[src/pfh_params.svh]
// ============================================================
// Fault handling constants: widths, field positions, resets
// ============================================================
// Included by the package and by the design modules.
// Assumes nothing beyond a SystemVerilog compiler.
`ifndef PFH_PARAMS_SVH
`define PFH_PARAMS_SVH

// Field widths of the four status groups
`define PFH_HARD_W        2
`define PFH_MM_W          5
`define PFH_BUS_W         6
`define PFH_USAGE_W       6

// Address and priority widths
`define PFH_ADDR_W        32
`define PFH_PRIO_W        8

// Bit positions inside the hard fault status group
`define PFH_HARD_VEC_BIT  0
`define PFH_HARD_ESC_BIT  1

// Reset values
`define PFH_FLAG_RST      1'h0
`define PFH_ADDR_RST      32'h0000_0000
`define PFH_PRIO_RST      8'h00

`endif

[src/pfh_pkg.sv]
// ============================================================
// Fault handling types
// ============================================================
// Status groups as packed structs, exception class enum.
// Assumes pfh_params.svh is on the include path.
`include "pfh_params.svh"

package pfh_pkg;

  // Class of exception handed to the entry logic
  typedef enum logic [1:0] {
    PFH_CLASS_HARD,
    PFH_CLASS_MM,
    PFH_CLASS_BUS,
    PFH_CLASS_USAGE
  } pfh_class_t;

  // Hard fault status group
  typedef struct packed {
    logic escalated_to_hard_flag;
    logic vector_read_bus_error_flag;
  } pfh_hard_t;

  // Memory management status group
  typedef struct packed {
    logic mm_lazy_fp_error_flag;
    logic mm_unstacking_error_flag;
    logic mm_stacking_error_flag;
    logic data_access_violation_flag;
    logic instr_access_violation_flag;
  } pfh_mm_t;

  // Bus fault status group
  typedef struct packed {
    logic inexact_data_bus_error_flag;
    logic exact_data_bus_error_flag;
    logic bus_lazy_fp_error_flag;
    logic prefetch_bus_error_flag;
    logic bus_unstacking_error_flag;
    logic bus_stacking_error_flag;
  } pfh_bus_t;

  // Usage fault status group
  typedef struct packed {
    logic zero_divisor_flag;
    logic unaligned_access_flag;
    logic bad_return_value_flag;
    logic bad_exec_state_flag;
    logic undefined_opcode_flag;
    logic coprocessor_access_flag;
  } pfh_usage_t;

endpackage : pfh_pkg

[src/pfh_flag_bank.sv]
// ============================================================
// Sticky flag bank
// ============================================================
// One flop per flag; hardware set wins over software clear.
// Assumes set and clear pulses synchronous to core_clk_in.
`timescale 1ns/1ps
`include "pfh_params.svh"

module pfh_flag_bank
  import pfh_pkg::*;
#(
  parameter int W = 1
) (
  // Clock and reset
  input  wire logic         core_clk_in,
  input  wire logic         rst_n_in,
  // Set and clear pulses
  input  wire logic [W-1:0] set_in,
  input  wire logic [W-1:0] clr_in,
  // Flag state
  output logic      [W-1:0] flags_out
);

  // ============================================================
  // Per-bit sticky flops
  // ============================================================
  for (genvar i = 0; i < W; i++) begin : g_bit
    // Set has priority over a same-cycle clear
    always_ff @(posedge core_clk_in) begin
      if (!rst_n_in) begin
        flags_out[i] <= `PFH_FLAG_RST;
      end else if (set_in[i]) begin
        flags_out[i] <= 1'h1;
      end else if (clr_in[i]) begin
        flags_out[i] <= 1'h0;
      end
    end
  end

endmodule : pfh_flag_bank

[src/pfh_addr_capture.sv]
// ============================================================
// Fault address capture
// ============================================================
// First faulting address is held until software clears valid.
// Assumes capture and clear are single-cycle pulses.
`timescale 1ns/1ps
`include "pfh_params.svh"

module pfh_addr_capture
  import pfh_pkg::*;
#(
  parameter int AW = `PFH_ADDR_W
) (
  // Clock and reset
  input  wire logic          core_clk_in,
  input  wire logic          rst_n_in,
  // Capture request
  input  wire logic          capture_in,
  input  wire logic [AW-1:0] addr_in,
  // Software release
  input  wire logic          clear_in,
  // Held address
  output logic      [AW-1:0] addr_out,
  output logic               valid_out
);

  // Capture when empty, or when a clear frees it this cycle
  logic take;
  assign take = capture_in && (!valid_out || clear_in);

  // Address register, frozen while valid unless a clear frees it
  always_ff @(posedge core_clk_in) begin
    if (!rst_n_in) begin
      addr_out <= AW'(`PFH_ADDR_RST);
    end else if (take) begin
      addr_out <= addr_in;
    end
  end

  // Valid indication; a new capture wins over the clear
  always_ff @(posedge core_clk_in) begin
    if (!rst_n_in) begin
      valid_out <= `PFH_FLAG_RST;
    end else if (take) begin
      valid_out <= 1'h1;
    end else if (clear_in) begin
      valid_out <= 1'h0;
    end
  end

endmodule : pfh_addr_capture

[src/pfh_fault_unit.sv]
// ============================================================
// Processor fault classification, escalation and lockup
// ============================================================
// Sorts fault events into classes, escalates, records causes
// and addresses, and drives a one-cycle request to exception
// entry. Assumes all inputs are synchronous to core_clk_in and
// that the pipeline stops issuing faults while lockup_out is high.
`timescale 1ns/1ps
`include "pfh_params.svh"

// Operation
// - Vector fetch bus error is hard fault
// - Escalation takes hard fault, sets escalated_to_hard_flag flag
// - Protection mismatch sets one memory cause flag
// - Bus errors set one bus cause flag
// - Internal errors set one usage cause flag
// - Non-executable fetch flags instruction access always
// - Configurable classes have priority and enable
// - Same-kind fault inside handler escalates
// - Equal or lower priority fault escalates
// - Fault not above running exception escalates
// - Fault with disabled handler escalates
// - Bus fault stacking into bus handler stays
// - Only reset and NMI preempt hard fault
// - Hard fault preempts all but reset, NMI
// - Capture addresses for memory and bus faults
// - Hard fault in NMI or hard handler locks
// - Lockup held until reset, NMI, debug halt
// - Lockup from NMI ignores later NMI
module pfh_fault_unit
  import pfh_pkg::*;
#(
  parameter int AW = `PFH_ADDR_W,
  parameter int PW = `PFH_PRIO_W
) (
  // Clock and reset
  input  wire logic                    core_clk_in,
  input  wire logic                    rst_n_in,
  // Fault sources
  input  wire logic                    vector_read_err_in,
  input  wire pfh_mm_t                 mm_cause_in,
  input  wire logic                    non_executable_region_in,
  input  wire pfh_bus_t                bus_cause_in,
  input  wire pfh_usage_t              usage_cause_in,
  input  wire logic                    bus_entry_stacking_in,
  // Faulting addresses
  input  wire logic                    mm_addr_valid_in,
  input  wire logic [AW-1:0]           mm_addr_in,
  input  wire logic                    bus_addr_valid_in,
  input  wire logic [AW-1:0]           bus_addr_in,
  // Execution context
  input  wire logic                    handler_mode_in,
  input  wire logic [PW-1:0]           cur_prio_in,
  input  wire logic                    nmi_active_in,
  input  wire logic                    hard_active_in,
  // Class configuration
  input  wire logic [PW-1:0]           mm_prio_in,
  input  wire logic [PW-1:0]           bus_prio_in,
  input  wire logic [PW-1:0]           usage_prio_in,
  input  wire logic                    mm_en_in,
  input  wire logic                    bus_en_in,
  input  wire logic                    usage_en_in,
  // Software clears
  input  wire logic [`PFH_HARD_W-1:0]  hard_clr_in,
  input  wire logic [`PFH_MM_W-1:0]    mm_clr_in,
  input  wire logic [`PFH_BUS_W-1:0]   bus_clr_in,
  input  wire logic [`PFH_USAGE_W-1:0] usage_clr_in,
  input  wire logic                    mm_addr_clr_in,
  input  wire logic                    bus_addr_clr_in,
  // Lockup release events
  input  wire logic                    nmi_req_in,
  input  wire logic                    debug_halt_in,
  // Status groups
  output pfh_hard_t                    hard_fault_status_reg_out,
  output pfh_mm_t                      mem_manage_status_subreg_out,
  output pfh_bus_t                     bus_fault_status_subreg_out,
  output pfh_usage_t                   usage_fault_status_subreg_out,
  // Captured addresses
  output logic      [AW-1:0]           mem_manage_fault_address_reg_out,
  output logic                         mm_addr_valid_out,
  output logic      [AW-1:0]           bus_fault_address_reg_out,
  output logic                         bus_addr_valid_out,
  // Exception entry request
  output logic                         take_req_out,
  output pfh_class_t                   take_class_out,
  // Lockup state
  output logic                         lockup_out,
  output logic                         lockup_from_nmi_out
);

  // ============================================================
  // Event qualification
  // ============================================================
  logic       lockup_reg;
  logic       from_nmi_reg;
  logic       live;
  pfh_mm_t    mm_ev;
  pfh_bus_t   bus_ev;
  pfh_usage_t usage_ev;
  logic       mm_any;
  logic       bus_any;
  logic       usage_any;

  // No faults are accepted while locked up
  assign live = !lockup_reg;

  // Memory events; non-executable fetch flagged regardless of unit
  always_comb begin
    mm_ev = live ? mm_cause_in : '0;
    mm_ev.instr_access_violation_flag = live &&
      (mm_cause_in.instr_access_violation_flag || non_executable_region_in);
  end

  // Bus and usage events
  assign bus_ev    = live ? bus_cause_in : '0;
  assign usage_ev  = live ? usage_cause_in : '0;
  assign mm_any    = |mm_ev;
  assign bus_any   = |bus_ev;
  assign usage_any = |usage_ev;

  // ============================================================
  // Escalation decision
  // ============================================================
  logic hf_ctx;
  logic mm_esc;
  logic bus_exempt;
  logic bus_esc;
  logic usage_esc;
  logic esc_any;
  logic vec_ev;
  logic hard_ev;
  logic lock_ev;

  // Nothing configurable preempts NMI or a running hard fault
  assign hf_ctx = nmi_active_in || hard_active_in;

  // Disabled, or not above current priority inside a handler
  assign mm_esc = mm_any && (hf_ctx || !mm_en_in ||
    (handler_mode_in && (mm_prio_in >= cur_prio_in)));

  // Stacking error on bus handler entry is kept as a bus fault
  assign bus_exempt = bus_entry_stacking_in && bus_ev.bus_stacking_error_flag;
  assign bus_esc = bus_any && (hf_ctx || (!bus_exempt && (!bus_en_in ||
    (handler_mode_in && (bus_prio_in >= cur_prio_in)))));

  assign usage_esc = usage_any && (hf_ctx || !usage_en_in ||
    (handler_mode_in && (usage_prio_in >= cur_prio_in)));

  assign esc_any = mm_esc || bus_esc || usage_esc;
  assign vec_ev  = live && vector_read_err_in;
  assign hard_ev = vec_ev || esc_any;
  assign lock_ev = hard_ev && hf_ctx;

  // ============================================================
  // Status flags
  // ============================================================
  pfh_hard_t hard_set;

  // Hard group: vector read and escalated_to_hard_flag escalation
  always_comb begin
    hard_set = '0;
    hard_set.vector_read_bus_error_flag = vec_ev;
    hard_set.escalated_to_hard_flag     = esc_any;
  end

  // Hard fault status group
  pfh_flag_bank #(.W(`PFH_HARD_W)) u_hard_flags (
    .core_clk_in (core_clk_in),
    .rst_n_in    (rst_n_in),
    .set_in      (hard_set),
    .clr_in      (hard_clr_in),
    .flags_out   (hard_fault_status_reg_out)
  );

  // Memory management status group
  pfh_flag_bank #(.W(`PFH_MM_W)) u_mm_flags (
    .core_clk_in (core_clk_in),
    .rst_n_in    (rst_n_in),
    .set_in      (mm_ev),
    .clr_in      (mm_clr_in),
    .flags_out   (mem_manage_status_subreg_out)
  );

  // Bus fault status group
  pfh_flag_bank #(.W(`PFH_BUS_W)) u_bus_flags (
    .core_clk_in (core_clk_in),
    .rst_n_in    (rst_n_in),
    .set_in      (bus_ev),
    .clr_in      (bus_clr_in),
    .flags_out   (bus_fault_status_subreg_out)
  );

  // Usage fault status group
  pfh_flag_bank #(.W(`PFH_USAGE_W)) u_usage_flags (
    .core_clk_in (core_clk_in),
    .rst_n_in    (rst_n_in),
    .set_in      (usage_ev),
    .clr_in      (usage_clr_in),
    .flags_out   (usage_fault_status_subreg_out)
  );

  // ============================================================
  // Fault address capture
  // ============================================================
  // Memory management address
  pfh_addr_capture #(.AW(AW)) u_mm_addr (
    .core_clk_in (core_clk_in),
    .rst_n_in    (rst_n_in),
    .capture_in  (mm_any && mm_addr_valid_in),
    .addr_in     (mm_addr_in),
    .clear_in    (mm_addr_clr_in),
    .addr_out    (mem_manage_fault_address_reg_out),
    .valid_out   (mm_addr_valid_out)
  );

  // Bus fault address
  pfh_addr_capture #(.AW(AW)) u_bus_addr (
    .core_clk_in (core_clk_in),
    .rst_n_in    (rst_n_in),
    .capture_in  (bus_any && bus_addr_valid_in),
    .addr_in     (bus_addr_in),
    .clear_in    (bus_addr_clr_in),
    .addr_out    (bus_fault_address_reg_out),
    .valid_out   (bus_addr_valid_out)
  );

  // ============================================================
  // Exception entry request
  // ============================================================
  logic       req_next;
  pfh_class_t class_next;

  // Hard first, then memory, bus, usage
  always_comb begin
    req_next   = 1'b0;
    class_next = PFH_CLASS_HARD;
    if (hard_ev) begin
      req_next = !hf_ctx;
    end else if (mm_any) begin
      req_next   = 1'b1;
      class_next = PFH_CLASS_MM;
    end else if (bus_any) begin
      req_next   = 1'b1;
      class_next = PFH_CLASS_BUS;
    end else if (usage_any) begin
      req_next   = 1'b1;
      class_next = PFH_CLASS_USAGE;
    end
  end

  // One-cycle request pulse with its class
  always_ff @(posedge core_clk_in) begin
    if (!rst_n_in) begin
      take_req_out   <= 1'b0;
      take_class_out <= PFH_CLASS_HARD;
    end else begin
      take_req_out   <= req_next;
      take_class_out <= class_next;
    end
  end

  // ============================================================
  // Lockup state
  // ============================================================
  // Enter on hard fault in NMI or hard handler, leave on release
  always_ff @(posedge core_clk_in) begin
    if (!rst_n_in) begin
      lockup_reg   <= 1'b0;
      from_nmi_reg <= 1'b0;
    end else if (!lockup_reg) begin
      lockup_reg   <= lock_ev;
      from_nmi_reg <= lock_ev && nmi_active_in;
    end else if (debug_halt_in || (nmi_req_in && !from_nmi_reg)) begin
      lockup_reg   <= 1'b0;
      from_nmi_reg <= 1'b0;
    end
  end

  assign lockup_out          = lockup_reg;
  assign lockup_from_nmi_out = from_nmi_reg;
endmodule : pfh_fault_unit

[config.mk]
export PLATFORM = sky130hd
export DESIGN_NAME = pfh_fault_unit
export DESIGN_NICKNAME = d
export VERILOG_FILES = /design/src/pfh_pkg.sv /design/src/pfh_flag_bank.sv /design/src/pfh_addr_capture.sv /design/src/pfh_fault_unit.sv
export VERILOG_INCLUDE_DIRS = /design/src
export SDC_FILE = /design/constraint.sdc
export NUM_CORES = 1
export LEC_CHECK = 0
export ABC_AREA = 1
export BUFFER_PORTS_ARGS = -buffer_cell sky130_fd_sc_hd__buf_2
export CORE_ASPECT_RATIO = 1.25
export CORE_MARGIN = 5
export CORE_UTILIZATION = 44
export DETAILED_ROUTE_END_ITERATION = 8
export GPL_ROUTABILITY_DRIVEN = 0
export PLACE_DENSITY = 0.78
export SYNTH_ARGS = -nofsm -noshare
export SYNTH_HDL_FRONTEND = slang
export SYNTH_SLANG_ARGS = --single-unit
[constraint.sdc]
create_clock -name core_clk_in -period 1.9 [get_ports core_clk_in]
set_input_delay 0.38 -clock core_clk_in [delete_from_list [all_inputs] [get_ports core_clk_in]]
set_output_delay 0.38 -clock core_clk_in [all_outputs]
set_load 0.02 [all_outputs]
==> flow_summary.toml <==
[critical_path]
critPathArrivalTime_ns = 1.89
cp_max_fo = 64
cp_top_family = "compound AO/OA/AOI/OAI gates"
crit_buf_inv = 2
setup.worst_path.end_class = "register"
critPathLaunchType = "register"
crit_slowest_cell = "dfxtp_1"
critPathKind = "register to register"
path_cells = "inv_4 > o21ai_1 > nand4_4 > nand3_2 > buf_12 > o21ai_1 > a21oi_1"
slowest_delay_ns = 0.40
crit_required_ns = 2.17
crit_top_cell = "o21ai_1"

[global_routing]
grt_pass1_vias = 4052
grt_util_all_layers_pct = 19.86
grt_antenna_before_repair = 1
grt.overflow.total = 0
grt_pass1_wl_um = 17860
grt_max_degree = 65

[sta]
period_share_pct = 85.37
tightest_slew_ns = 0.6867
fin_skew_ns = 0.007711
report.final.slew_viol_count = 0
finalSetupViolCount = 0
hold_viol = 0
fmax_ghz = 0.6165
slew_headroom_pct = 54.17
fin_crit_ns = 1.622
rsz0062_at_grt = "no"

[clock_network]
htree_levels = 3
cts_buffers = 9
clk_latency_ns = 0.33
post_cts_resized = 0
clk_pin_slew_ns = 0.07
cts_setup_buffers = 0
cts_root_buf = "clkbuf_16"
clkSinkCount = 90
clk_path_buf_depth = 2
cts.hold.buffers_added = 0
cts_tree = "built"

[run]
drv_cap = 0

[yosys]
synth_top_area_cell = "dfxtp_1"
synth_area_per_cell_um2 = 7.601
synth_cells = 534
yosysWarnings = 0
synth.top_cells.by_count = "114 x inv_1, 92 x a21oi_1, 90 x dfxtp_1"
ys.flop_type = "dfxtp_1"
async_flop_share_pct = 0
synth.most_common_cell = "inv_1"
ys_ff_latch = 90
yosysTopAreaCellShare_pct = 44.39
synth_edf_count = 0
synth.area.top_cells = "dfxtp_1 44%, a21oi_1 11%, inv_1 11%"
ys_types = 24
synth_nets = 707
syn_area_um2 = 4059
synth-seq-area-share_pct = 44.39

[power_and_ir_drop]
power.internal_mw = 3.507
finalPower_mw = 4.943
power_density_nw_per_um2 = 880.0
ir_drop_uv = 581.4
p_clk_share_pct = 35.9
power_frac_comb_pct = 21.0
swShare_pct = 29.05
seq_power_share_pct = 43.1
power_switching_mw = 1.436
leakagePower_nw = 3.042

[place]
dp_hpwl_um = 9223
portBuffers = 238
dp_cells = 875

[cells_and_area]
n_fill_cell = 818
ff_latch_area_um2 = 1802
layout.nets = 936
drive_gt1_share_pct = 35.59
fin_cells = 891
area_growth_pct = 38.38
multiInputGateArea_um2 = 1662

[hold_path]
hold_path.class = "input port to register"

[die]
core_um2 = 9076
die_h_um = 117.4
start_util_pct = 44.72
num_io_pins = 239
rows = 39
die_x_um = 95.91
die_area_um2 = 11260

[detailed_routing]
wl_per_cell_um = 12.84
drt-initial-drc-count = 114
vias_per_cell = 4.651
drc = 0
ant_nets = 0
vias = 4144
totalWireLength_um = 11440
drt_pass1_iterations = 4

[run_status]
status = "finished clean"
[path summary, 6_finish.rpt]
kind | from | to | slack [ns] | cells past startpoint
setup reg to reg | lockup_out | u_mm_addr.addr_out[0] | 0.28 | 7
hold / removal | bus_clr_in[3] | u_bus_flags.flags_out[3] | 0.30 | 4
hold reg to reg | u_bus_addr.addr_out[30] | u_bus_addr.addr_out[30] | 0.44 | 2
setup / recovery | lockup_out | u_mm_addr.addr_out[0] | 0.28 | 7
[cell families after synthesis]
family	synth area share [%]
compound gates	21.42
fa+ha+maj	7.398
buf+inv	14.67
flops	44.39
simple gates	12.11
[metrics by stage]
stage | cell area (µm²) | util [%] | hold slack, ns | setup TNS [ns] | setup WS, ns
6_report | 5617 | 61.88 | 0.2984 | 0 | 0.2779
5_1_grt | 5617 | 61.88 | 0.3091 | 0 | 0.09165
4_1_cts | 5612 | 61.83 | 0.2883 | 0 | 0.1462
3_5_place_dp | 5310 | 58.51 | 0.4340 | -0.01291 | -0.01291
3_3_place_gp | 5310 | 58.51 | 0.4277 | 0 | 0.04648
2_1_floorplan | 4059 | - | 0.5203 | 0 | 0.2286
[cell usage in the layout (no fill, tap or decap), types with 2 or more instances in the layout]
master      count
buf_2         238
inv_1         114
a21oi_1        92
dfxtp_1        90
nand2_1        75
o21ai_1        49
ha_1           24
o21ai_0        20
nor2_1         16
clkbuf_16       9
nand3_1         5
nand2_2         3
nand3_2         3
nand4_1         3
buf_4           3
nand4_4         2
o21ai_2         2
o21a_1          2
a21o_1          2
inv_2           2
clkinvlp_4      2
buf_12          2
[power groups by stage]
stage	logic [mW]	registers [mW]	clock network (mW)
6_report	1.04	2.13	1.77
5_1_grt	1.16	2.15	1.90
4_1_cts	1.05	2.13	1.82
3_5_place_dp	1.04	2.17	0
3_3_place_gp	1.02	2.16	0
2_1_floorplan	0.439	2.37	0
[layer usage]
metal / vias up / track usage (%) / wire [µm]
met3: 34 / 4.417 / 799
met2: 149 / 35.32 / 5950
met5: - / 0 / 0
met1: 1805 / 21.48 / 4301
li1: 2156 / - / -
met4: 0 / 9.698 / 389
[tightest hold or removal path, stage by stage]
cell and delay [ns]:
buf_2 0.08, inv_1 0.03, nand2_1 0.04, a21oi_1 0.05
[area by class of cell]
class | instances | area share (%)
Antenna cell | 1 | 0.04455
Sequential cell | 90 | 32.08
Clock buffer | 10 | 4.255
Inverter | 117 | 7.864
Clock inverter | 5 | 1.114
Timing Repair Buffer | 243 | 22.32
Multi-Input combinational cell | 302 | 29.58
Tap cell | 123 | 2.740
[state kept, by name, summed over array words and instances (netlist names)]
register	cells
u_bus_addr.valid_out	1
u_hard_flags.flags_out	2
lockup_from_nmi_out	1
lockup_out	1
u_mm_flags.flags_out	5
u_mm_addr.valid_out	1
u_usage_flags.flags_out	6
u_bus_flags.flags_out	6
u_bus_addr.addr_out	32
take_class_out	2
u_mm_addr.addr_out	32
take_req_out	1
Power figures use the tool's default switching activity.
